**config.mk**
```make
export PLATFORM = sky130hd
export DESIGN_NAME = spi_data_buffer_and_enable
export DESIGN_NICKNAME = d
export VERILOG_FILES = /design/src/design/spi_buf_pkg.sv /design/src/design/shift_if.sv /design/src/design/baud_gen.sv /design/src/design/shift_engine.sv /design/src/design/spi_data_buffer_and_enable.sv
export SDC_FILE = /design/constraint.sdc
export NUM_CORES = 1
export LEC_CHECK = 0
export ABC_AREA = 1
export BUFFER_PORTS_ARGS = -buffer_cell sky130_fd_sc_hd__buf_2
export CAP_MARGIN = 40
export CORE_MARGIN = 3
export CORE_UTILIZATION = 55
export DETAILED_ROUTE_END_ITERATION = 7
export PLACE_DENSITY = 0.84
export SYNTH_ARGS = -nofsm -noshare
export SYNTH_HDL_FRONTEND = slang
export SYNTH_SLANG_ARGS = --single-unit
```
**constraint.sdc**
```tcl
create_clock -name sys_clk -period 1.7 [get_ports sys_clk]
set_input_delay 0.17 -clock sys_clk [delete_from_list [all_inputs] [get_ports sys_clk]]
set_output_delay 0.17 -clock sys_clk [all_outputs]
set_load 0.05 [all_outputs]
```
**src/design/spi_buf_pkg.sv**
```systemverilog
package spi_buf_pkg;
	// Register indices; byte address is four times the index
	localparam logic [2:0] IDX_DATA = 3'h0;
	localparam logic [2:0] IDX_CTRL = 3'h1;
	localparam logic [2:0] IDX_CFG = 3'h2;
	localparam logic [2:0] IDX_BAUD = 3'h3;
	localparam logic [2:0] IDX_ISTAT = 3'h4;
	localparam logic [2:0] IDX_IMASK = 3'h5;
	localparam int ADDR_LSB = 2;
	localparam int ADDR_W = 12;

	localparam logic [15:0] DATA_RESET = 16'h0000;
	localparam logic [7:0] CTRL_RESET = 8'h00;
	localparam logic [7:0] CFG_RESET = 8'h00;
	localparam logic [7:0] BAUD_RESET = 8'h03;

	// Control register fields
	localparam int CTRL_EN = 0;
	localparam int CTRL_MSTM = 1;
	localparam int CTRL_MODFE = 2;
	localparam int CTRL_MODF = 3;
	localparam int CTRL_WRITE_COLLISION_FLAG = 4;
	localparam int CTRL_ROVR = 5;
	localparam int CTRL_DONE = 6;
	localparam int CTRL_BUSY = 7;
	localparam logic [7:0] CTRL_SW_MASK = 8'h7f;

	// Configuration register field
	localparam int CFG_CHR = 2;
	localparam logic [7:0] CFG_SW_MASK = 8'h04;

	// Interrupt status / mask fields
	localparam int IRQ_W = 3;
	localparam int IRQ_WRITE_COLLISION_FLAG = 0;
	localparam int IRQ_DONE = 1;
	localparam int IRQ_ROVR = 2;

	localparam int CHAR_SHORT = 8;
	localparam int CHAR_LONG = 16;
endpackage : spi_buf_pkg

```
**src/design/shift_if.sv**
```systemverilog
`timescale 1ns/1ps
interface shift_if;
	logic start;
	logic long_char;
	logic [15:0] tx_data;
	logic enable;
	logic tick;
	logic busy;
	logic done;
	logic [15:0] rx_data;

	modport ctrl (
		output start,
		output long_char,
		output tx_data,
		output enable,
		output tick,
		input busy,
		input done,
		input rx_data
	);
	modport eng (
		input start,
		input long_char,
		input tx_data,
		input enable,
		input tick,
		output busy,
		output done,
		output rx_data
	);
endinterface : shift_if

```
**src/design/baud_gen.sv**
```systemverilog
`timescale 1ns/1ps
module baud_gen #(
	parameter int DIV_W = 8
) (
	input wire logic sys_clk,
	input wire logic rst,
	input wire logic enable,
	input wire logic [DIV_W-1:0] divisor,
	output logic tick
);
	logic [DIV_W-1:0] cnt_r;

	initial begin
		if (DIV_W < 1) $error("baud_gen: DIV_W must be at least 1");
	end

	// Held in reset while disabled so the first tick after enable is a full period
	always_ff @(posedge sys_clk) begin
		if (rst || !enable) begin
			cnt_r <= '0;
			tick <= 1'b0;
		end else if (cnt_r >= divisor) begin
			cnt_r <= '0;
			tick <= 1'b1;
		end else begin
			cnt_r <= cnt_r + 1'b1;
			tick <= 1'b0;
		end
	end
endmodule : baud_gen

```
**src/design/shift_engine.sv**
```systemverilog
`timescale 1ns/1ps
module shift_engine (
	input wire logic sys_clk,
	input wire logic rst,
	shift_if.eng sif,
	input wire logic miso,
	output logic sclk,
	output logic mosi,
	output logic ss_n
);
	typedef enum logic {ST_IDLE, ST_SHIFT} eng_state_t;
	eng_state_t state_r;
	logic [15:0] tx_sh_r;
	logic [15:0] rx_sh_r;
	logic [4:0] cnt_r;
	logic long_r;
	logic [4:0] last_bit;

	assign last_bit = long_r ? 5'(spi_buf_pkg::CHAR_LONG - 1) : 5'(spi_buf_pkg::CHAR_SHORT - 1);
	assign sif.busy = (state_r == ST_SHIFT);
	assign mosi = tx_sh_r[15];

	// Disable aborts any frame and parks the pins
	always_ff @(posedge sys_clk) begin
		if (rst || !sif.enable) begin
			state_r <= ST_IDLE;
			tx_sh_r <= '0;
			rx_sh_r <= '0;
			cnt_r <= '0;
			long_r <= 1'b0;
			sclk <= 1'b0;
			ss_n <= 1'b1;
			sif.done <= 1'b0;
			sif.rx_data <= '0;
		end else begin
			sif.done <= 1'b0;
			case (state_r)
				ST_IDLE: begin
					if (sif.start) begin
						state_r <= ST_SHIFT;
						long_r <= sif.long_char;
						// Short characters are left aligned so mosi is always bit 15
						tx_sh_r <= sif.long_char ? sif.tx_data : {sif.tx_data[7:0], 8'h00};
						cnt_r <= '0;
						ss_n <= 1'b0;
					end
				end
				ST_SHIFT: begin
					if (sif.tick) begin
						sclk <= ~sclk;
						if (!sclk) begin
							rx_sh_r <= {rx_sh_r[14:0], miso};
						end else if (cnt_r == last_bit) begin
							state_r <= ST_IDLE;
							ss_n <= 1'b1;
							sif.done <= 1'b1;
							sif.rx_data <= long_r ? rx_sh_r : {8'h00, rx_sh_r[7:0]};
						end else begin
							cnt_r <= cnt_r + 5'h01;
							tx_sh_r <= {tx_sh_r[14:0], 1'b0};
						end
					end
				end
				default: state_r <= ST_IDLE;
			endcase
		end
	end
endmodule : shift_engine

```
**src/design/spi_data_buffer_and_enable.sv**
```systemverilog
`timescale 1ns/1ps
module spi_data_buffer_and_enable #(
	parameter int DIV_W = 8
) (
	input wire logic sys_clk,
	input wire logic rst,
	input wire logic psel,
	input wire logic penable,
	input wire logic pwrite,
	input wire logic [11:0] paddr,
	input wire logic [31:0] pwdata,
	input wire logic [3:0] pstrb,
	output logic [31:0] prdata,
	output logic pready,
	output logic pslverr,
	input wire logic miso,
	output logic sclk,
	output logic mosi,
	output logic ss_n,
	output logic irq
);
	shift_if sif ();

	logic [15:0] tx_buf_r;
	logic [15:0] rx_buf_r;
	logic rx_unread_r;
	logic [7:0] ctrl_r;
	// Software-held control bits; bit 7 is assembled from the engine
	logic [6:0] ctrl_sw_r;
	logic [7:0] cfg_r;
	logic [DIV_W-1:0] baud_r;
	logic [spi_buf_pkg::IRQ_W-1:0] istat_r;
	logic [spi_buf_pkg::IRQ_W-1:0] imask_r;
	logic start_r;

	logic setup_ph;
	logic wr_acc;
	logic rd_acc;
	logic [2:0] idx;
	logic mapped;
	logic idx_hit_lo;
	logic data_wr;
	logic collide;
	logic overrun;
	logic [31:0] rd_mux;
	logic [spi_buf_pkg::IRQ_W-1:0] events;

	initial begin
		if (DIV_W < 1 || DIV_W > 8) $error("spi_data_buffer_and_enable: DIV_W must be 1..8");
	end

	// APB decode
	assign idx = paddr[spi_buf_pkg::ADDR_LSB +: 3];
	assign idx_hit_lo = (paddr[spi_buf_pkg::ADDR_LSB-1:0] == '0)
		&& (paddr[spi_buf_pkg::ADDR_W-1:spi_buf_pkg::ADDR_LSB+3] == '0);
	assign mapped = idx_hit_lo && (idx <= spi_buf_pkg::IDX_IMASK);
	assign setup_ph = psel && !penable;
	// Zero wait states: the access phase always completes at its first edge
	assign pready = psel && penable;
	assign wr_acc = psel && penable && pwrite && mapped;
	assign rd_acc = psel && penable && !pwrite && mapped;

	assign data_wr = wr_acc && (idx == spi_buf_pkg::IDX_DATA);
	assign collide = data_wr && sif.busy;
	assign overrun = sif.done && rx_unread_r;
	assign events[spi_buf_pkg::IRQ_WRITE_COLLISION_FLAG] = collide;
	assign events[spi_buf_pkg::IRQ_DONE] = sif.done;
	assign events[spi_buf_pkg::IRQ_ROVR] = overrun;

	// Link to the engine
	assign sif.enable = ctrl_r[spi_buf_pkg::CTRL_EN];
	assign sif.long_char = cfg_r[spi_buf_pkg::CFG_CHR];
	assign sif.tx_data = tx_buf_r;
	assign sif.start = start_r;

	baud_gen #(
		.DIV_W(DIV_W)
	) u_baud (
		.sys_clk(sys_clk),
		.rst(rst),
		.enable(ctrl_r[spi_buf_pkg::CTRL_EN]),
		.divisor(baud_r),
		.tick(sif.tick)
	);

	shift_engine u_eng (
		.sys_clk(sys_clk),
		.rst(rst),
		.sif(sif),
		.miso(miso),
		.sclk(sclk),
		.mosi(mosi),
		.ss_n(ss_n)
	);

	// Transmit buffer; writes blocked only while a frame shifts
	always_ff @(posedge sys_clk) begin
		if (rst) begin
			tx_buf_r <= spi_buf_pkg::DATA_RESET;
		end else if (data_wr && !sif.busy) begin
			if (pstrb[0]) tx_buf_r[7:0] <= pwdata[7:0];
			if (pstrb[1]) tx_buf_r[15:8] <= pwdata[15:8];
		end
	end

	// Start strobe: one cycle after an accepted write, only while enabled.
	// A write while disabled just loads the buffer; it is not replayed later.
	always_ff @(posedge sys_clk) begin
		if (rst) begin
			start_r <= 1'b0;
		end else begin
			start_r <= data_wr && !sif.busy && ctrl_r[spi_buf_pkg::CTRL_EN];
		end
	end

	// Receive buffer; on overrun the newer character is dropped
	always_ff @(posedge sys_clk) begin
		if (rst) begin
			rx_buf_r <= spi_buf_pkg::DATA_RESET;
		end else if (sif.done && !rx_unread_r) begin
			rx_buf_r <= sif.rx_data;
		end
	end

	// Unread marker; a new character wins over a simultaneous read
	always_ff @(posedge sys_clk) begin
		if (rst) begin
			rx_unread_r <= 1'b0;
		end else if (sif.done) begin
			rx_unread_r <= 1'b1;
		end else if (rd_acc && idx == spi_buf_pkg::IDX_DATA) begin
			rx_unread_r <= 1'b0;
		end
	end

	// Control register: software bits, then hardware sets that win over clears
	always_ff @(posedge sys_clk) begin
		if (rst) begin
			ctrl_sw_r <= spi_buf_pkg::CTRL_RESET[6:0];
		end else begin
			if (wr_acc && idx == spi_buf_pkg::IDX_CTRL && pstrb[0]) begin
				ctrl_sw_r <= pwdata[6:0] & spi_buf_pkg::CTRL_SW_MASK[6:0];
			end
			if (collide) begin
				ctrl_sw_r[spi_buf_pkg::CTRL_WRITE_COLLISION_FLAG] <= 1'b1;
			end
			if (overrun) begin
				ctrl_sw_r[spi_buf_pkg::CTRL_ROVR] <= 1'b1;
			end
			if (sif.done) begin
				ctrl_sw_r[spi_buf_pkg::CTRL_DONE] <= 1'b1;
			end
		end
	end

	// Top control bit mirrors the engine and ignores writes
	assign ctrl_r = {sif.busy, ctrl_sw_r};

	// Configuration: only the length select is implemented
	always_ff @(posedge sys_clk) begin
		if (rst) begin
			cfg_r <= spi_buf_pkg::CFG_RESET;
		end else if (wr_acc && idx == spi_buf_pkg::IDX_CFG && pstrb[0]) begin
			cfg_r <= pwdata[7:0] & spi_buf_pkg::CFG_SW_MASK;
		end
	end

	// Baud divisor; a change takes effect at once in the generator's compare
	always_ff @(posedge sys_clk) begin
		if (rst) begin
			baud_r <= spi_buf_pkg::BAUD_RESET[DIV_W-1:0];
		end else if (wr_acc && idx == spi_buf_pkg::IDX_BAUD && pstrb[0]) begin
			baud_r <= pwdata[DIV_W-1:0];
		end
	end

	// Interrupt status: write one to clear, a new event wins
	always_ff @(posedge sys_clk) begin
		if (rst) begin
			istat_r <= '0;
		end else if (wr_acc && idx == spi_buf_pkg::IDX_ISTAT && pstrb[0]) begin
			istat_r <= (istat_r & ~pwdata[spi_buf_pkg::IRQ_W-1:0]) | events;
		end else begin
			istat_r <= istat_r | events;
		end
	end

	always_ff @(posedge sys_clk) begin
		if (rst) begin
			imask_r <= '0;
		end else if (wr_acc && idx == spi_buf_pkg::IDX_IMASK && pstrb[0]) begin
			imask_r <= pwdata[spi_buf_pkg::IRQ_W-1:0];
		end
	end

	always_ff @(posedge sys_clk) begin
		if (rst) begin
			irq <= 1'b0;
		end else begin
			irq <= |((istat_r | events) & imask_r);
		end
	end

	// Read mux, sampled in the setup phase
	always_comb begin
		rd_mux = 32'h0000_0000;
		case (idx)
			spi_buf_pkg::IDX_DATA: rd_mux[15:0] = rx_buf_r;
			spi_buf_pkg::IDX_CTRL: rd_mux[7:0] = ctrl_r;
			spi_buf_pkg::IDX_CFG: rd_mux[7:0] = cfg_r;
			spi_buf_pkg::IDX_BAUD: rd_mux[DIV_W-1:0] = baud_r;
			spi_buf_pkg::IDX_ISTAT: rd_mux[spi_buf_pkg::IRQ_W-1:0] = istat_r;
			spi_buf_pkg::IDX_IMASK: rd_mux[spi_buf_pkg::IRQ_W-1:0] = imask_r;
			default: rd_mux = 32'h0000_0000;
		endcase
	end

	// Registered read data and error; unmapped addresses answer with pslverr
	always_ff @(posedge sys_clk) begin
		if (rst) begin
			prdata <= 32'h0000_0000;
			pslverr <= 1'b0;
		end else if (setup_ph) begin
			prdata <= (mapped && !pwrite) ? rd_mux : 32'h0000_0000;
			pslverr <= !mapped;
		end else if (!psel) begin
			pslverr <= 1'b0;
		end
	end
endmodule : spi_data_buffer_and_enable

```
==> reports/metrics.yaml <==
yosys:
  synthCells: 819
  syn_area_mm2: 0.00604
  synth-seq-cells: 141
  async_flop_share_pct: 0
  synth-compound-area-share_pct: 15.6
  yosysSeqAreaShare_pct: 46.7
  synth_cell_types: 39
  synth_xor_area_share_pct: 0.870
  muxShareOfSynthArea_pct: 0.497
  yosys.area_share.simple_pct: 23.7
  synth_flop_cell: "dfxtp_1"
  ys.warnings.count: 0
  avgSynthCellArea_um2: 7.37
  synth-edff-count: 0
  yosys.area_share.adder_pct: 2.07
  synth_top_family_by_area: "simple AND/OR/NAND/NOR gates"
route:
  routed_wl_mm: 15.7
  drt_iter0_markers: 594
  antenna_left: 0
  drt_first_pass_iters: 6
  via_per_inst: 5.33
  drc: 0
  wl_per_cell_um: 14.8
  vias: 5616
timing:
  fin_hold_ws_ns: 0.0432
  finClkSkew_ns: 0.00630
  final.min_clock_period_ns: 1.62
  finalHoldViolCount: 0
  period_share_pct: 95.5
  slew_viol_final: 0
  setup_violations: 0
  rsz0062_at_grt: "yes"
  timing.fmax_mhz: 616
  fin_tns_setup_ns: 0
grt:
  grt_pass1_vias: 5231
  overflow: 0
  grt_first_pass_wirelength_mm: 25.2
  grt_max_degree: 33
  grt_usage_pct: 25.1
  antenna_found_initial: 0
floorplanning:
  io_pins: 92
  initial_core_util_pct: 57.5
  die_h_um: 111
  die-area_mm2: 0.0123
  core_mm2: 0.0105
  die_width_um: 111
  row_count: 37
pwr:
  swShare_pct: 24.5
  ir_worst_vdd_mv: 0.766
  p_seq_share_pct: 48.1
  intPower_mw: 5.19
  power_density_mw_per_mm2: 945
  p_sw_mw: 1.68
  power_frac_clock_pct: 47.4
  p_comb_share_pct: 4.4
  p_leak_nw: 3.07
worst_setup_path:
  r2r_start: "u_eng.cnt_r[1]"
  critPathMaxFanout: 22
  worstReg2RegEnd: "u_eng.tx_sh_r[4]"
  path_buf_inv: 1
  worstSetupStartpointType: "flop"
  crit_chain: "ha_1, nand2_1, nor2_1, nand3_1, nand2_2, o21ai_4, buf_12, o21ai_0, a21oi_1"
  crit_slowest_cell: "dfxtp_1"
  path_class: "reg2reg"
  worstSetupStartpoint: "u_eng.cnt_r[1]"
  path_depth: 9
  cp.required_ns: 2.12
  end_kind: "flop"
  rrSetupSlack_ns: 0.08
  endpoint: "u_eng.tx_sh_r[4]"
  max_stage_delay_ns: 0.37
  reg2reg_depth: 9
  crit_family: "simple AND/OR/NAND/NOR gates"
  cp.arrival_ns: 2.05
clocking:
  htreeDepth: 4
  cts_buffers: 17
  cts_sinks: 141
  clk_latency_ns: 0.54
  ctsLongestPathBuffers: 2
  cts_tree: "done"
  cts.reportedPaths.clkPinSlew_ns: 0.06
  cts_root_buffer: "clkbuf_8"
finish:
  final_common_cell: "dfxtp_1"
  drive_above_1_share_pct: 15.6
  syn2layout_area_growth_pct: 20.4
  fillCellCount: 795
  layout.cells.non_filler: 1054
  diodes: 0
  layout_common_cells: "dfxtp_1 (139), nor2_1 (132), nand2_1 (118)"
  nets: 970
placed_design:
  place_congestion: 0.910
  numPortBuffers: 57
  place_inst: 1005
  hpwlAfterDp_mm: 10.1
status:
  outcome: "complete, no violations"
flow_run:
  cap_violations: 0
hold_path:
  hold_depth: 4
  hp-class: "in2reg"
==> logic make-up after synthesis <==
logic type               after synthesis
AO/OA/AOI/OAI                        180
XOR/XNOR                               6
adder cells (fa/ha/maj)               10
buffers and inverters                144
flip-flops                           141
multiplexers                           3
other                                  1
AND/OR/NAND/NOR                      334
==> final cells by class <==
class                   instances  area [um2]  share of cell area (%)
clock inverters                12        92.6                    1.27
flip-flops and latches        141        2830                    38.9
multi-input cells             549        2700                    37.2
well taps                     136         170                    2.34
inverters                     100         383                    5.27
repair buffers                 97         673                    9.26
clock buffers                  19         422                    5.80
==> synthesized netlist by cell type (2+ instances only) <==
master / instances / area [um2]
a211oi_1: 2 / 15.0
a21oi_1: 61 / 305
a22oi_1: 2 / 15.0
a31oi_1: 3 / 18.8
buf_1: 3 / 11.3
buf_2: 4 / 20.0
buf_4: 19 / 143
clkbuf_1: 16 / 60.1
clkinv_1: 3 / 11.3
dfxtp_1: 141 / 2820
ha_1: 10 / 125
inv_1: 95 / 357
inv_2: 2 / 7.51
mux2i_1: 3 / 30.0
nand2_1: 120 / 450
nand2_2: 5 / 31.3
nand3_1: 54 / 270
nand4_1: 4 / 25.0
nor2_1: 133 / 499
nor2_2: 4 / 25.0
nor2_4: 5 / 56.3
nor3_1: 4 / 20.0
o211ai_1: 6 / 45.0
o21ai_0: 99 / 495
o22ai_1: 3 / 18.8
xnor2_1: 2 / 17.5
xor2_1: 4 / 35.0
==> registers in the layout (all words and copies together) (netlist names), 5 cells and up <==
signal	count
baud_r	8
rx_buf_r	16
u_eng.sif.rx_data	16
u_eng.tx_sh_r	16
prdata	16
u_baud.cnt_r	8
sif.tx_data	16
u_eng.rx_sh_r	16
u_eng.cnt_r	5
ctrl_sw_r	7
==> worst min-delay path: cells and delay by family <==
family        cells  cell delay (ns)
simple gates      3             0.21
buf+inv           1             0.16
==> what timing repair did <==
action	4_1_cts	5_1_grt
hold buffers	17	0
buffers inserted	1	0
setup endpoints to repair	19	31
resized for setup	2	25
hold endpoints to repair	25	0
pin swaps	1	3
==> power by group through the flow <==
stage,logic (mW),registers (mW),clock network [mW]
floorplan,0.192,3.38,0
global placement,0.261,3.38,0
detailed placement,0.262,3.38,0
CTS,0.295,3.31,3.25
global route,0.322,3.30,3.40
finish,0.305,3.31,3.26
==> routing by layer <==
layer / global-route usage (%) / part of all wire [%] / vias to the layer above
li1: - / - / 2790
met1: 31.2 / 42 / 2530
met2: 40.9 / 47 / 246
met4: 12.2 / 3.6 / 0
met5: 0 / 0 / -
met3: 6.11 / 7.7 / 50
==> worst min path at each step <==
stage / startpoint / end / slack (ns)
after CTS: pstrb[1] / sif.tx_data[14] / 0.03
final: pstrb[1] / sif.tx_data[15] / 0.04
after detailed placement: miso / u_eng.rx_sh_r[0] / 0.41
after floorplan: pwdata[0] / istat_r[0] / 0.26
after global placement: miso / u_eng.rx_sh_r[0] / 0.39
after global routing: pstrb[0] / sif.tx_data[6] / 0.07
==> through the flow <==
stage | power (mW) | setup WS (ns) | utilization [%] | cell area (um2)
floorplan | 3.57 | 0.0610 | - | 6090
global placement | 3.64 | 0.0494 | 61.9 | 6500
detailed placement | 3.64 | -0.0358 | 61.9 | 6500
CTS | 6.85 | 0.0458 | 68.5 | 7200
global route | 7.03 | -0.0473 | 69.2 | 7270
finish | 6.87 | 0.0772 | 69.2 | 7270
No activity file was read; power rests on OpenSTA's default activity.
